$ cat src/logic/cpcs_pkg.sv
// Notes on behaviour
// - Clearing stop bit restarts internal oscillator
// - Stable bit rises once accuracy reached
// - Reset starts oscillator, selects it for CPU
// - Select/mode bits choose main, peripheral source
// - CPU source zero feeds divided main clock
// - Divider codes 0-4 give 1 to 16
`default_nettype none
package cpcs_pkg;
  // Register offsets (byte addresses)
  localparam logic [7:0] OFS_OSC_CTRL = 8'h00;
  localparam logic [7:0] OFS_CLK_MODE = 8'h04;
  localparam logic [7:0] OFS_CPU_CTRL = 8'h08;
  localparam logic [7:0] OFS_IRQ_STATUS = 8'h0c;
  localparam logic [7:0] OFS_IRQ_MASK = 8'h10;
  // Field positions
  localparam int BIT_OSC_STOP = 0;
  localparam int BIT_OSC_STABLE = 1;
  localparam int BIT_MODE = 0;
  localparam int BIT_SEL = 1;
  localparam int BIT_MODE_ACT = 4;
  localparam int BIT_SEL_ACT = 5;
  localparam int DIV_LSB = 0;
  localparam int BIT_CPU_SRC = 4;
  localparam int DIV_ACT_LSB = 8;
  localparam int BIT_CPU_SRC_ACT = 12;
  localparam int EVT_STABLE = 0;
  localparam int EVT_SWITCH = 1;
  localparam int EVT_BAD_DIV = 2;
  localparam int EVT_W = 3;
  // Reset values and largest allowed divider code
  localparam logic RST_OSC_STOP = 1'b0;
  localparam logic RST_SEL = 1'b0;
  localparam logic RST_MODE = 1'b0;
  localparam logic [2:0] RST_DIV = 3'h1;
  localparam logic RST_CPU_SRC = 1'b0;
  localparam logic [2:0] DIV_MAX = 3'h4;
  // Timing
  localparam int CLK_PERIOD_NS = 8;
  localparam int STAB_TIME_NS = 1000;
  localparam int STAB_CYCLES = (STAB_TIME_NS + CLK_PERIOD_NS - 1) / CLK_PERIOD_NS;
  localparam int INT_OSC_DIV = 2;
  // Bus responses
  localparam logic [1:0] RESP_OKAY = 2'h0;
  localparam logic [1:0] RESP_SLVERR = 2'h2;

  // AXI4-Lite master to slave
  typedef struct packed {
    logic awvalid;
    logic [7:0] awaddr;
    logic wvalid;
    logic [31:0] wdata;
    logic [3:0] wstrb;
    logic bready;
    logic arvalid;
    logic [7:0] araddr;
    logic rready;
  } cpcs_axi_req_t;

  // AXI4-Lite slave to master
  typedef struct packed {
    logic awready;
    logic wready;
    logic bvalid;
    logic [1:0] bresp;
    logic arready;
    logic rvalid;
    logic [31:0] rdata;
    logic [1:0] rresp;
  } cpcs_axi_rsp_t;

  // Clock enable pulses
  typedef struct packed {
    logic main_en;
    logic per_en;
    logic cpu_en;
  } cpcs_clk_en_t;
endpackage : cpcs_pkg
`default_nettype wire

$ cat src/logic/cpcs_clock_select.sv
`timescale 1ns/1ns
`default_nettype none
module cpcs_clock_select #(
  // Settling wait and oscillator pulse spacing, in clock cycles
  parameter int STAB_CYC = cpcs_pkg::STAB_CYCLES,
  parameter int OSC_DIV = cpcs_pkg::INT_OSC_DIV
) (
  // Clock and reset
  input wire logic ref_clk,
  input wire logic rst,
  // Register bus
  input wire cpcs_pkg::cpcs_axi_req_t axi_req,
  output cpcs_pkg::cpcs_axi_rsp_t axi_rsp,
  // Clock sources as enable pulses
  input wire logic high_speed_sys_clk_tick,
  input wire logic sub_clk_tick,
  // Generated enables and status
  output cpcs_pkg::cpcs_clk_en_t clk_en,
  output logic int_osc_stable,
  output logic irq
);
  import cpcs_pkg::*;

  // Whole state of the block
  typedef struct packed {
    // Oscillator control and settling
    logic int_osc_stop;
    logic int_osc_stable;
    logic [15:0] stab_cnt;
    logic [7:0] osc_cnt;
    // Settings as last written by software
    logic sel_req;
    logic mode_req;
    logic [2:0] div_req;
    logic cpu_src_req;
    // Settings in force, moved over only at a CPU period boundary
    logic sel_act;
    logic mode_act;
    logic [2:0] div_act;
    logic cpu_src_act;
    // CPU divider count and registered enables
    logic [3:0] cpu_cnt;
    cpcs_clk_en_t en;
    // Interrupt status and mask
    logic [EVT_W-1:0] irq_status;
    logic [EVT_W-1:0] irq_mask;
    // Write channel halves, held until the write is done
    logic aw_got;
    logic [7:0] aw_addr;
    logic w_got;
    logic [31:0] w_data;
    logic [3:0] w_strb;
    // Write response
    logic bvalid;
    logic [1:0] bresp;
    // Read response
    logic rvalid;
    logic [31:0] rdata;
    logic [1:0] rresp;
  } cpcs_state_t;

  // One register holds the whole state; the comb block builds its next value
  cpcs_state_t st; // Current state
  cpcs_state_t next_st; // Next state

  // Last count of the CPU divider for a code
  // Code n divides by two to the n, so the count runs from 0 to 2^n - 1;
  // only codes up to the maximum ever reach the active field
  function automatic logic [3:0] div_limit(input logic [2:0] code);
    logic [4:0] ratio;
    ratio = 5'h01 << code;
    div_limit = 4'(ratio - 5'h01);
  endfunction : div_limit

  // Mapped register check
  // Any other offset answers with an error; a write there changes nothing
  // and a read there returns zero
  function automatic logic reg_hit(input logic [7:0] addr);
    reg_hit = (addr == OFS_OSC_CTRL) || (addr == OFS_CLK_MODE) || (addr == OFS_CPU_CTRL)
      || (addr == OFS_IRQ_STATUS) || (addr == OFS_IRQ_MASK);
  endfunction : reg_hit

  // Read view of the registers
  // Unused bits read as zero; requested and active settings sit side by side
  // so software can see when a change has taken effect
  function automatic logic [31:0] reg_read(input cpcs_state_t s, input logic [7:0] addr);
    logic [31:0] d;
    d = 32'h0000_0000;
    case (addr)
      // Oscillator control: stop bit and stable flag
      OFS_OSC_CTRL: begin
        d[BIT_OSC_STOP] = s.int_osc_stop;
        d[BIT_OSC_STABLE] = s.int_osc_stable;
      end
      // Clock mode: requested and active select and mode
      OFS_CLK_MODE: begin
        d[BIT_MODE] = s.mode_req;
        d[BIT_SEL] = s.sel_req;
        d[BIT_MODE_ACT] = s.mode_act;
        d[BIT_SEL_ACT] = s.sel_act;
      end
      // CPU control: requested and active divider and source
      OFS_CPU_CTRL: begin
        d[DIV_LSB +: 3] = s.div_req;
        d[BIT_CPU_SRC] = s.cpu_src_req;
        d[DIV_ACT_LSB +: 3] = s.div_act;
        d[BIT_CPU_SRC_ACT] = s.cpu_src_act;
      end
      // Interrupt status and mask
      OFS_IRQ_STATUS: d[EVT_W-1:0] = s.irq_status;
      OFS_IRQ_MASK: d[EVT_W-1:0] = s.irq_mask;
      default: d = 32'h0000_0000;
    endcase
    reg_read = d;
  endfunction : reg_read

  // Per-cycle decode, all filled by the next-state logic
  logic osc_run; // Oscillator allowed to run
  logic osc_tick; // Internal oscillator pulse
  logic main_tick; // Main system clock pulse
  logic per_tick; // Peripheral clock pulse
  logic cpu_src_tick; // Pulse feeding the CPU divider
  logic cpu_fire; // CPU clock pulse
  logic boundary; // CPU period boundary, safe to switch
  logic [EVT_W-1:0] evt; // Events this cycle
  logic [EVT_W-1:0] clr; // Status bits cleared this cycle
  logic [2:0] wdiv; // Divider code being written

  // Handshake outputs straight from state
  // Ready stays low while a half is held or an answer waits, so at most one
  // write and one read are ever in flight
  always_comb begin
    axi_rsp.awready = !st.aw_got && !st.bvalid;
    axi_rsp.wready = !st.w_got && !st.bvalid;
    axi_rsp.bvalid = st.bvalid;
    axi_rsp.bresp = st.bresp;
    axi_rsp.arready = !st.rvalid;
    axi_rsp.rvalid = st.rvalid;
    axi_rsp.rdata = st.rdata;
    axi_rsp.rresp = st.rresp;
  end

  // Registered outputs
  // The interrupt is a level, high while any unmasked status bit is set
  assign clk_en = st.en;
  assign int_osc_stable = st.int_osc_stable;
  assign irq = |(st.irq_status & st.irq_mask);

  // Next-state logic
  always_comb begin
    next_st = st;
    // No event, no clear and no divider code unless a branch below sets one
    evt = '0;
    clr = '0;
    wdiv = 3'h0;
    // Stop takes effect only while the main clock comes from the high-speed
    // system clock; stopping the oscillator while it feeds the main clock
    // would freeze the CPU with nothing left to restart it
    osc_run = !(st.int_osc_stop && st.sel_act && st.mode_act);
    // One oscillator pulse every OSC_DIV cycles while it runs
    osc_tick = osc_run && (st.osc_cnt == 8'(OSC_DIV - 1));
    if (!osc_run) begin
      // Stopped: restart accuracy wait from scratch
      // Stable drops at once, so software never reads a stale flag
      next_st.osc_cnt = 8'h00;
      next_st.stab_cnt = 16'h0000;
      next_st.int_osc_stable = 1'b0;
    end else begin
      // Running: divide and time the settling
      // Stable rises once after the settling count and holds until a stop
      next_st.osc_cnt = osc_tick ? 8'h00 : st.osc_cnt + 8'h01;
      if (st.stab_cnt != 16'(STAB_CYC)) begin
        next_st.stab_cnt = st.stab_cnt + 16'h0001;
      end else if (!st.int_osc_stable) begin
        next_st.int_osc_stable = 1'b1;
        evt[EVT_STABLE] = 1'b1;
      end
    end

    // Source selection from the active bits
    // Select and mode both set take the main clock from the high-speed clock;
    // select alone moves only the peripheral clock over
    main_tick = (st.sel_act && st.mode_act) ? high_speed_sys_clk_tick : osc_tick;
    per_tick = st.sel_act ? high_speed_sys_clk_tick : osc_tick;
    cpu_src_tick = st.cpu_src_act ? sub_clk_tick : main_tick;
    // The CPU fires on the source pulse that completes its period
    cpu_fire = cpu_src_tick && (st.cpu_cnt == div_limit(st.div_act));
    if (cpu_src_tick) begin
      // Count source pulses within one CPU period
      next_st.cpu_cnt = cpu_fire ? 4'h0 : st.cpu_cnt + 4'h1;
    end
    // Enables are registered, so each output pulse lasts exactly one cycle
    next_st.en.main_en = main_tick;
    next_st.en.per_en = per_tick;
    next_st.en.cpu_en = cpu_fire;

    // Apply pending choices only between whole CPU periods
    // A boundary is a cycle with the count at zero and no partial period
    // begun, so a change of source or ratio leaves no short pulse behind.
    // A source that stops mid-period, with the count above zero, holds the change back for good.
    boundary = (st.cpu_cnt == 4'h0) && (!cpu_src_tick || cpu_fire);
    // Only a real change raises the switch event
    if (boundary && ({st.sel_req, st.mode_req, st.div_req, st.cpu_src_req}
        != {st.sel_act, st.mode_act, st.div_act, st.cpu_src_act})) begin
      next_st.sel_act = st.sel_req;
      next_st.mode_act = st.mode_req;
      next_st.div_act = st.div_req;
      next_st.cpu_src_act = st.cpu_src_req;
      next_st.cpu_cnt = 4'h0;
      evt[EVT_SWITCH] = 1'b1;
    end

    // Write address and data, taken in either order
    // Each half is latched on its own handshake, which drops its ready
    // until the write has been answered
    if (axi_req.awvalid && axi_rsp.awready) begin
      next_st.aw_got = 1'b1;
      next_st.aw_addr = axi_req.awaddr;
    end
    if (axi_req.wvalid && axi_rsp.wready) begin
      next_st.w_got = 1'b1;
      next_st.w_data = axi_req.wdata;
      next_st.w_strb = axi_req.wstrb;
    end

    // Perform the write once both halves are held
    // The write lands one cycle after the later half; every field sits in
    // byte lane 0, so the other lanes are ignored
    if (st.aw_got && st.w_got && !st.bvalid) begin
      next_st.aw_got = 1'b0;
      next_st.w_got = 1'b0;
      next_st.bvalid = 1'b1;
      next_st.bresp = reg_hit(st.aw_addr) ? RESP_OKAY : RESP_SLVERR;
      wdiv = st.w_data[DIV_LSB +: 3];
      if (st.w_strb[0]) begin
        // Only the addressed register changes, except the status flag that a forbidden divider code sets
        case (st.aw_addr)
          OFS_OSC_CTRL: next_st.int_osc_stop = st.w_data[BIT_OSC_STOP];
          OFS_CLK_MODE: begin
            next_st.mode_req = st.w_data[BIT_MODE];
            next_st.sel_req = st.w_data[BIT_SEL];
          end
          OFS_CPU_CTRL: begin
            next_st.cpu_src_req = st.w_data[BIT_CPU_SRC];
            if (wdiv <= DIV_MAX) begin
              next_st.div_req = wdiv;
            end else begin
              // Forbidden code: keep the old ratio and flag it
              // The write is still answered OKAY
              evt[EVT_BAD_DIV] = 1'b1;
            end
          end
          OFS_IRQ_STATUS: clr = st.w_data[EVT_W-1:0];
          OFS_IRQ_MASK: next_st.irq_mask = st.w_data[EVT_W-1:0];
          default: clr = '0;
        endcase
      end
    end
    // Write response leaves on bready
    // The answer stands until the master takes it
    if (st.bvalid && axi_req.bready) begin
      next_st.bvalid = 1'b0;
    end

    // Read: one request at a time, data from flops
    // Read data comes from the registered state, so a write in the same
    // cycle shows up only on the next read
    if (axi_req.arvalid && axi_rsp.arready) begin
      next_st.rvalid = 1'b1;
      next_st.rdata = reg_read(st, axi_req.araddr);
      next_st.rresp = reg_hit(axi_req.araddr) ? RESP_OKAY : RESP_SLVERR;
    end else if (st.rvalid && axi_req.rready) begin
      next_st.rvalid = 1'b0;
    end

    // Sticky events, a new event beats a clear
    // Cleared by writing a one; an event in the clearing cycle stays set
    next_st.irq_status = (st.irq_status & ~clr) | evt;
  end

  // State register
  // Synchronous reset: oscillator running and feeding main, peripheral and
  // CPU clocks, CPU divided by two, bus idle
  // Requested and active settings start equal, so no switch event follows
  always_ff @(posedge ref_clk) begin
    if (rst) begin
      st <= '0;
      st.int_osc_stop <= RST_OSC_STOP;
      st.sel_req <= RST_SEL;
      st.mode_req <= RST_MODE;
      st.div_req <= RST_DIV;
      st.cpu_src_req <= RST_CPU_SRC;
      st.sel_act <= RST_SEL;
      st.mode_act <= RST_MODE;
      st.div_act <= RST_DIV;
      st.cpu_src_act <= RST_CPU_SRC;
      st.bresp <= RESP_OKAY;
      st.rresp <= RESP_OKAY;
    end else begin
      st <= next_st;
    end
  end
endmodule : cpcs_clock_select
`default_nettype wire

$ cat config.mk
export PLATFORM = sky130hd
export DESIGN_NAME = cpcs_clock_select
export DESIGN_NICKNAME = d
export VERILOG_FILES = /design/src/logic/cpcs_pkg.sv /design/src/logic/cpcs_clock_select.sv
export SDC_FILE = /design/constraint.sdc
export NUM_CORES = 1
export LEC_CHECK = 0
export ABC_AREA = 1
export BUFFER_PORTS_ARGS = -buffer_cell sky130_fd_sc_hd__buf_2
export CAP_MARGIN = 20
export CORE_AREA = 2 2 95 97
export DETAILED_ROUTE_END_ITERATION = 6
export DIE_AREA = 0 0 97 99
export GPL_ROUTABILITY_DRIVEN = 0
export GPL_TIMING_DRIVEN = 0
export HOLD_SLACK_MARGIN = 0.05
export MAX_ROUTING_LAYER = met4
export PLACE_DENSITY = 0.74
export RECOVER_POWER = 50
export SYNTH_ARGS = -nofsm -noshare
export SYNTH_HDL_FRONTEND = slang
export SYNTH_SLANG_ARGS = --single-unit
$ cat constraint.sdc
create_clock -name ref_clk -period 2.2 [get_ports ref_clk]
set_clock_uncertainty 0.1 [all_clocks]
set_input_delay 0.22 -clock ref_clk [delete_from_list [all_inputs] [get_ports ref_clk]]
set_output_delay 0.22 -clock ref_clk [all_outputs]
set_load 0.01 [all_outputs]
Yosys cells after proc, flatten, opt, wreduce, memory -nomap -nowiden

Cells that the tools add are included.

Add/subtract/negate cells: 4
Magnitude comparators: 1
Equal/unequal tests: 12
Shifts and indexed selects: 1
Mux-type cells: 25
Bitwise operators: 4
Reduce and logical (&&, ||, !) cells: 46

Operators with widths:

| operator              | count |
|---|---|
| $eq 8x4->1 const B    | 4 |
| $add 16x1->16 const B | 1 |
| $eq 8x3->1 const B    | 2 |
| $eq 8x5->1 const B    | 2 |
| $logic_and 1x1->1     | 16 |
| $logic_not 8->1       | 2 |
| $ne 16x7->1 const B   | 1 |
| $mux 1                | 15 |
| $mux 3                | 4 |
| $reduce_and 3->1      | 4 |
| $pmux 2 s5            | 1 |
| $logic_or 1x1->1      | 9 |
| $add 8x1->8 const B   | 1 |
| $eq 8x1->1 const B    | 1 |
| $reduce_or 2->1       | 4 |
| $and 3x3->3           | 2 |
| $logic_not 1->1       | 6 |
| $ne 6x6->1            | 1 |
| $reduce_or 3->1       | 2 |
| $add 4x1->4 const B   | 1 |
| $eq 4x4->1            | 1 |
| $logic_not 4->1       | 1 |
| $mux 2                | 2 |
| $mux 4                | 1 |
| other kinds (9)       | 9 |

Register bits: 82
Output and inout port bits: 46
Word-level logic and storage cells: 121

Longest topological paths before layout

Depth in word-level cells: 12
Mapped depth: 14

Least setup slack after synthesis

Ideal clock, no wire load.

Path type: register to register
Start point: reg st[98] in the netlist's numbering
End point: reg st[101] in the netlist's numbering
Arrival time: 1616 ps
Path slack: 369 ps
Cell stages (with the launch flop): 15
Cell sequence: dfxtp_1 > nor2_2 > nand2_2 > ha_1 > nand2_1 > inv_1 > nor2_1 > nand2_1 > nor2_2 > nand2_4 > nand3_4 > buf_12 > nand3_1 > nand2_1 > nor2_1

Cells in the longest elaborated chain, start to end: 7
Elaborated cells between the ends (all ways): 8
Those cells by class: 1 x add/sub; 2 x eq/ne; 1 x shift; 4 x reduce/logical

Ends and longest elaborated chain:

| element                | RTL line                 | text |
|---|---|---|
| start, declared        | cpcs_clock_select.sv:63  | `cpcs_state_t st;` |
| start signal, assigned | cpcs_clock_select.sv:300 | `st <= next_st;` |
| $shl 1x3->4            | cpcs_clock_select.sv:71  | `ratio = 5'h01 << code;` |
| $sub 4x1->4            | cpcs_clock_select.sv:72  | `div_limit = 4'(ratio - 5'h01);` |
| $eq 4x4->1             | cpcs_clock_select.sv:187 | `cpu_fire = cpu_src_tick && (st.cpu_cnt == div_limit(st.div_act));` |
| $logic_and 1x1->1      | cpcs_clock_select.sv:187 |  |
| $logic_or 1x1->1       | cpcs_clock_select.sv:201 | `boundary = (st.cpu_cnt == 4'h0) && (!cpu_src_tick \|\| cpu_fire);` |
| $logic_and 1x1->1      | cpcs_clock_select.sv:201 |  |
| $logic_and 1x1->1 (*)  | cpcs_clock_select.sv:203 | `if (boundary && ({st.sel_req, st.mode_req, st.div_req, st.cpu_src_req}` |

Every way passes the cells marked *; elsewhere a longest branch is shown, timed or not.
A chain may end at the register's enable or synchronous reset.

Final worst setup path

Start point: reg st[98] in the netlist's numbering
End point: reg st[95] in the netlist's numbering

Cells in the longest elaborated chain, start to end: 8
Elaborated cells between the ends (all ways): 10
Those cells by class: 1 x add/sub; 2 x eq/ne; 1 x shift; 1 x mux; 5 x reduce/logical

Ends and longest elaborated chain:

| element                          | RTL line |
|---|---|
| $shl 1x3->4                      | cpcs_clock_select.sv:71 |
| $sub 4x1->4                      | cpcs_clock_select.sv:72 |
| $eq 4x4->1                       | cpcs_clock_select.sv:187 |
| $logic_and 1x1->1                | cpcs_clock_select.sv:187 |
| $logic_or 1x1->1                 | cpcs_clock_select.sv:201 |
| $logic_and 1x1->1                | cpcs_clock_select.sv:201 |
| $logic_and 1x1->1                | cpcs_clock_select.sv:203 |
| $reduce_or 2->1 (no source line) | n/a |

Parallel ways exist; a longest one is shown, timed or not.

==> results.sh <==
export IMPL_setup_viol=0
export IMPL_holdWs_ps=56.1
export IMPL_wire_per_inst_um=11.5
export IMPL_viasPerCell=4.92
export IMPL_area_growth_pct=17.8
export IMPL_avgSynthCellArea_um2=7.03
export IMPL_overflow=0
export IMPL_grt_usage_pct=19.9
export IMPL_drt_iter0_drc=183
export IMPL_wl_um=9120
export IMPL_drc=0
export IMPL_finalHoldViolCount=0
export IMPL_pwr_density_cell_nw_per_um2=797
export IMPL_cts_buffers=9
export IMPL_layout_nets=750
export IMPL_power_leakage_nw=2.26
export IMPL_slew_headroom_pct=66.3
export IMPL_ant_nets=0
export IMPL_finalCritPeriodShare_pct=91.9
export IMPL_diodes=0
export IMPL_synth_top_family_by_area="simple AND/OR/NAND/NOR gates"
export IMPL_async_flop_share_pct=0
export IMPL_fin_area_um2=4900
export IMPL_grt_pass1_wl_um=15500
export IMPL_antenna_found_initial=0
export IMPL_path_class="register to register"
export IMPL_die_area_um2=9600
export IMPL_ys_ff_latch=79
export IMPL_postSynthCellCount=591
export IMPL_post_dp_cell_area_um2=4630
export IMPL_vias=3913
export IMPL_clock_latency_ps=350
export IMPL_crit_fanout=5
export IMPL_drive_above_1_share_pct=16.3
export IMPL_cts_tree="yes"
export IMPL_h_tree_depth=3
export IMPL_final_setup_tns_ps=0
export IMPL_grt_max_degree=13
export IMPL_cts_sink_count=79
export IMPL_port_buffers=49
export IMPL_synth_xor_area_share_pct=1.48
export IMPL_die_w_um=97
export IMPL_yosys_area_share_simple_pct=28.4
export IMPL_hold_class="primary input to register"
export IMPL_synthMuxAreaShare_pct=0
export IMPL_period_minus_slack_ps=2020
export IMPL_cts_setup_buffers=0
export IMPL_dp_hpwl_um=6910
export IMPL_slew_viol_final=0
export IMPL_ioPinCount=107
export IMPL_synth_compound_area_share_pct=13.8
export IMPL_synth_fa_ha_area_share_pct=2.11
export IMPL_cts_clk_slew_worst_paths_ps=70
export IMPL_max_freq_ghz=0.495
export IMPL_rsz0062_at_grt="false"
export IMPL_synth_edf_count=0
export IMPL_synthDistinctLibCells=39
export IMPL_tightest_slew_ps=505
export IMPL_start_util_pct=48.6
export IMPL_start_kind="register"
export IMPL_status="finished, final reports clean"
export IMPL_ctsRootBufferMaster="clkbuf_8"
export IMPL_seq_area_frac_synth_pct=38.0
export IMPL_ys_warn_count=0
export IMPL_critPathArrivalTime_ps=2160
export IMPL_ys_flop_type="dfxtp_1"
export IMPL_rows=34
export IMPL_netlist_area_um2=4160
export IMPL_maxCapViolCount=0
export IMPL_die_h_um=99
export IMPL_core_um2=8550
export IMPL_end_kind="register"
export IMPL_first_pass_iters=5
export IMPL_required_ps=2340
export IMPL_grt_pass1_vias=3535
export IMPL_ir_worst_vdd_uv=434
export IMPL_clockBufferDepth=2
## per-layer routing
layer | vias to the layer above | wire, um | part of all wire [%] | global-route usage (%)
li1 | 2032 | - | - | -
met2 | 141 | 4070 | 45 | 32.3
met1 | 1726 | 4380 | 48 | 25.7
met5 | - | 0 | 0 | -
met4 | 0 | 142 | 1.6 | 7.04
met3 | 14 | 525 | 5.8 | 2.62
## flip-flops by register name (all words and copies together) (netlist names)
name and count:
st 62, axi_rsp 13, clk_en 3, int_osc_stable 1
## layout by cell type (no fill, tap or decap), drive strengths merged
master         n
nand2        117
dfxtp         79
inv           76
buf           76
nor2          62
a21oi         61
nand3         42
clkbuf        39
o21ai         38
conb          25
nand4         13
nor3          11
ha             7
dlygate4sd3    7
or2            6
xor2           5
nor3b          4
a31oi          4
o211ai         2
xnor2          2
nor4           2
bufinv         2
nand2b         1
o21a           1
a32o           1
a41oi          1
nand3b         1
o22ai          1
clkinv         1
## cell type report
| type | instances | area [um^2] |
|---|---|---|
| Fill cell | 820 | 3650 |
| Clock buffer | 13 | 159 |
| Timing Repair Buffer | 56 | 290 |
| Inverter | 76 | 285 |
| Sequential cell | 79 | 1580 |
| Tap cell | 108 | 135 |
| Multi-Input combinational cell | 407 | 2000 |
| Clock inverter | 3 | 65.1 |
| Buffer | 53 | 383 |
## worst max-delay path: stages, from the launching register on
cell	delay, ps
dfxtp_1	380
nor2_2	180
nand2_2	70
ha_1	300
nand2_1	70
inv_1	30
nor2_1	70
nand2_1	60
nor2_2	150
nand2_4	90
nand3_4	100
nand2_1	130
nand2_2	130
nor2_1	60
## final timing paths
path	depth (start not counted)	to	from	slack, ps
max	13	st[95]	st[98]	180
min	3	st[76]	axi_req[49]	60
max reg2reg	13	st[95]	st[98]	180
min reg2reg	2	st[75]	st[75]	360
## Yosys cell counts, types with 2 or more instances
cell type  number  area, um^2
ha_1            7        87.6
nor2_2          5        31.3
buf_2           3        15.0
buf_1           2        7.51
nor3_1          9        45.0
buf_4          44         330
nor2_1         57         214
a21oi_1        60         300
inv_1          73         274
a31oi_1         4        25.0
xor2_1          5        43.8
xnor2_1         2        17.5
clkbuf_1        3        11.3
o211ai_1        2        15.0
nand3_1        40         200
nor3_4          2        32.5
nand2_1       115         432
nor3b_1         4        30.0
inv_2           3        11.3
dfxtp_1        79        1580
o21ai_0        38         190
nor4_1          2        12.5
nand4_1        12        75.1
or2_2           5        31.3
## repair_timing
action,4_1_cts,5_1_grt
hold buffers,7,0
endpoints found under the setup margin,0,4
resized for setup,0,1
endpoints found under the hold margin,6,0
## power by group
group	switching [mW]	internal (mW)
registers	0.107	1.54
clock network	0.513	0.701
logic	0.601	0.438
## stage by stage
stage / power, mW / worst slack [ps] / cells / utilization, %
detailed placement: 2.71 / 126 / 772 / 54.1
global placement: 2.68 / 175 / 772 / 54.1
CTS: 3.92 / 119 / 795 / 57.6
floorplan: 2.49 / 369 / 615 / -
finish: 3.90 / 178 / 795 / 57.3
global route: 4.16 / 13.8 / 795 / 57.3
## logic make-up after synthesis
| family | count (synthesis) |
|---|---|
| flip-flops | 79 |
| AO/OA/AOI/OAI | 109 |
| adder cells (fa/ha/maj) | 7 |
| buffers and inverters | 129 |
| AND/OR/NAND/NOR | 259 |
| other | 1 |
| XOR/XNOR | 7 |
No activity file was read; power rests on OpenSTA's default activity.
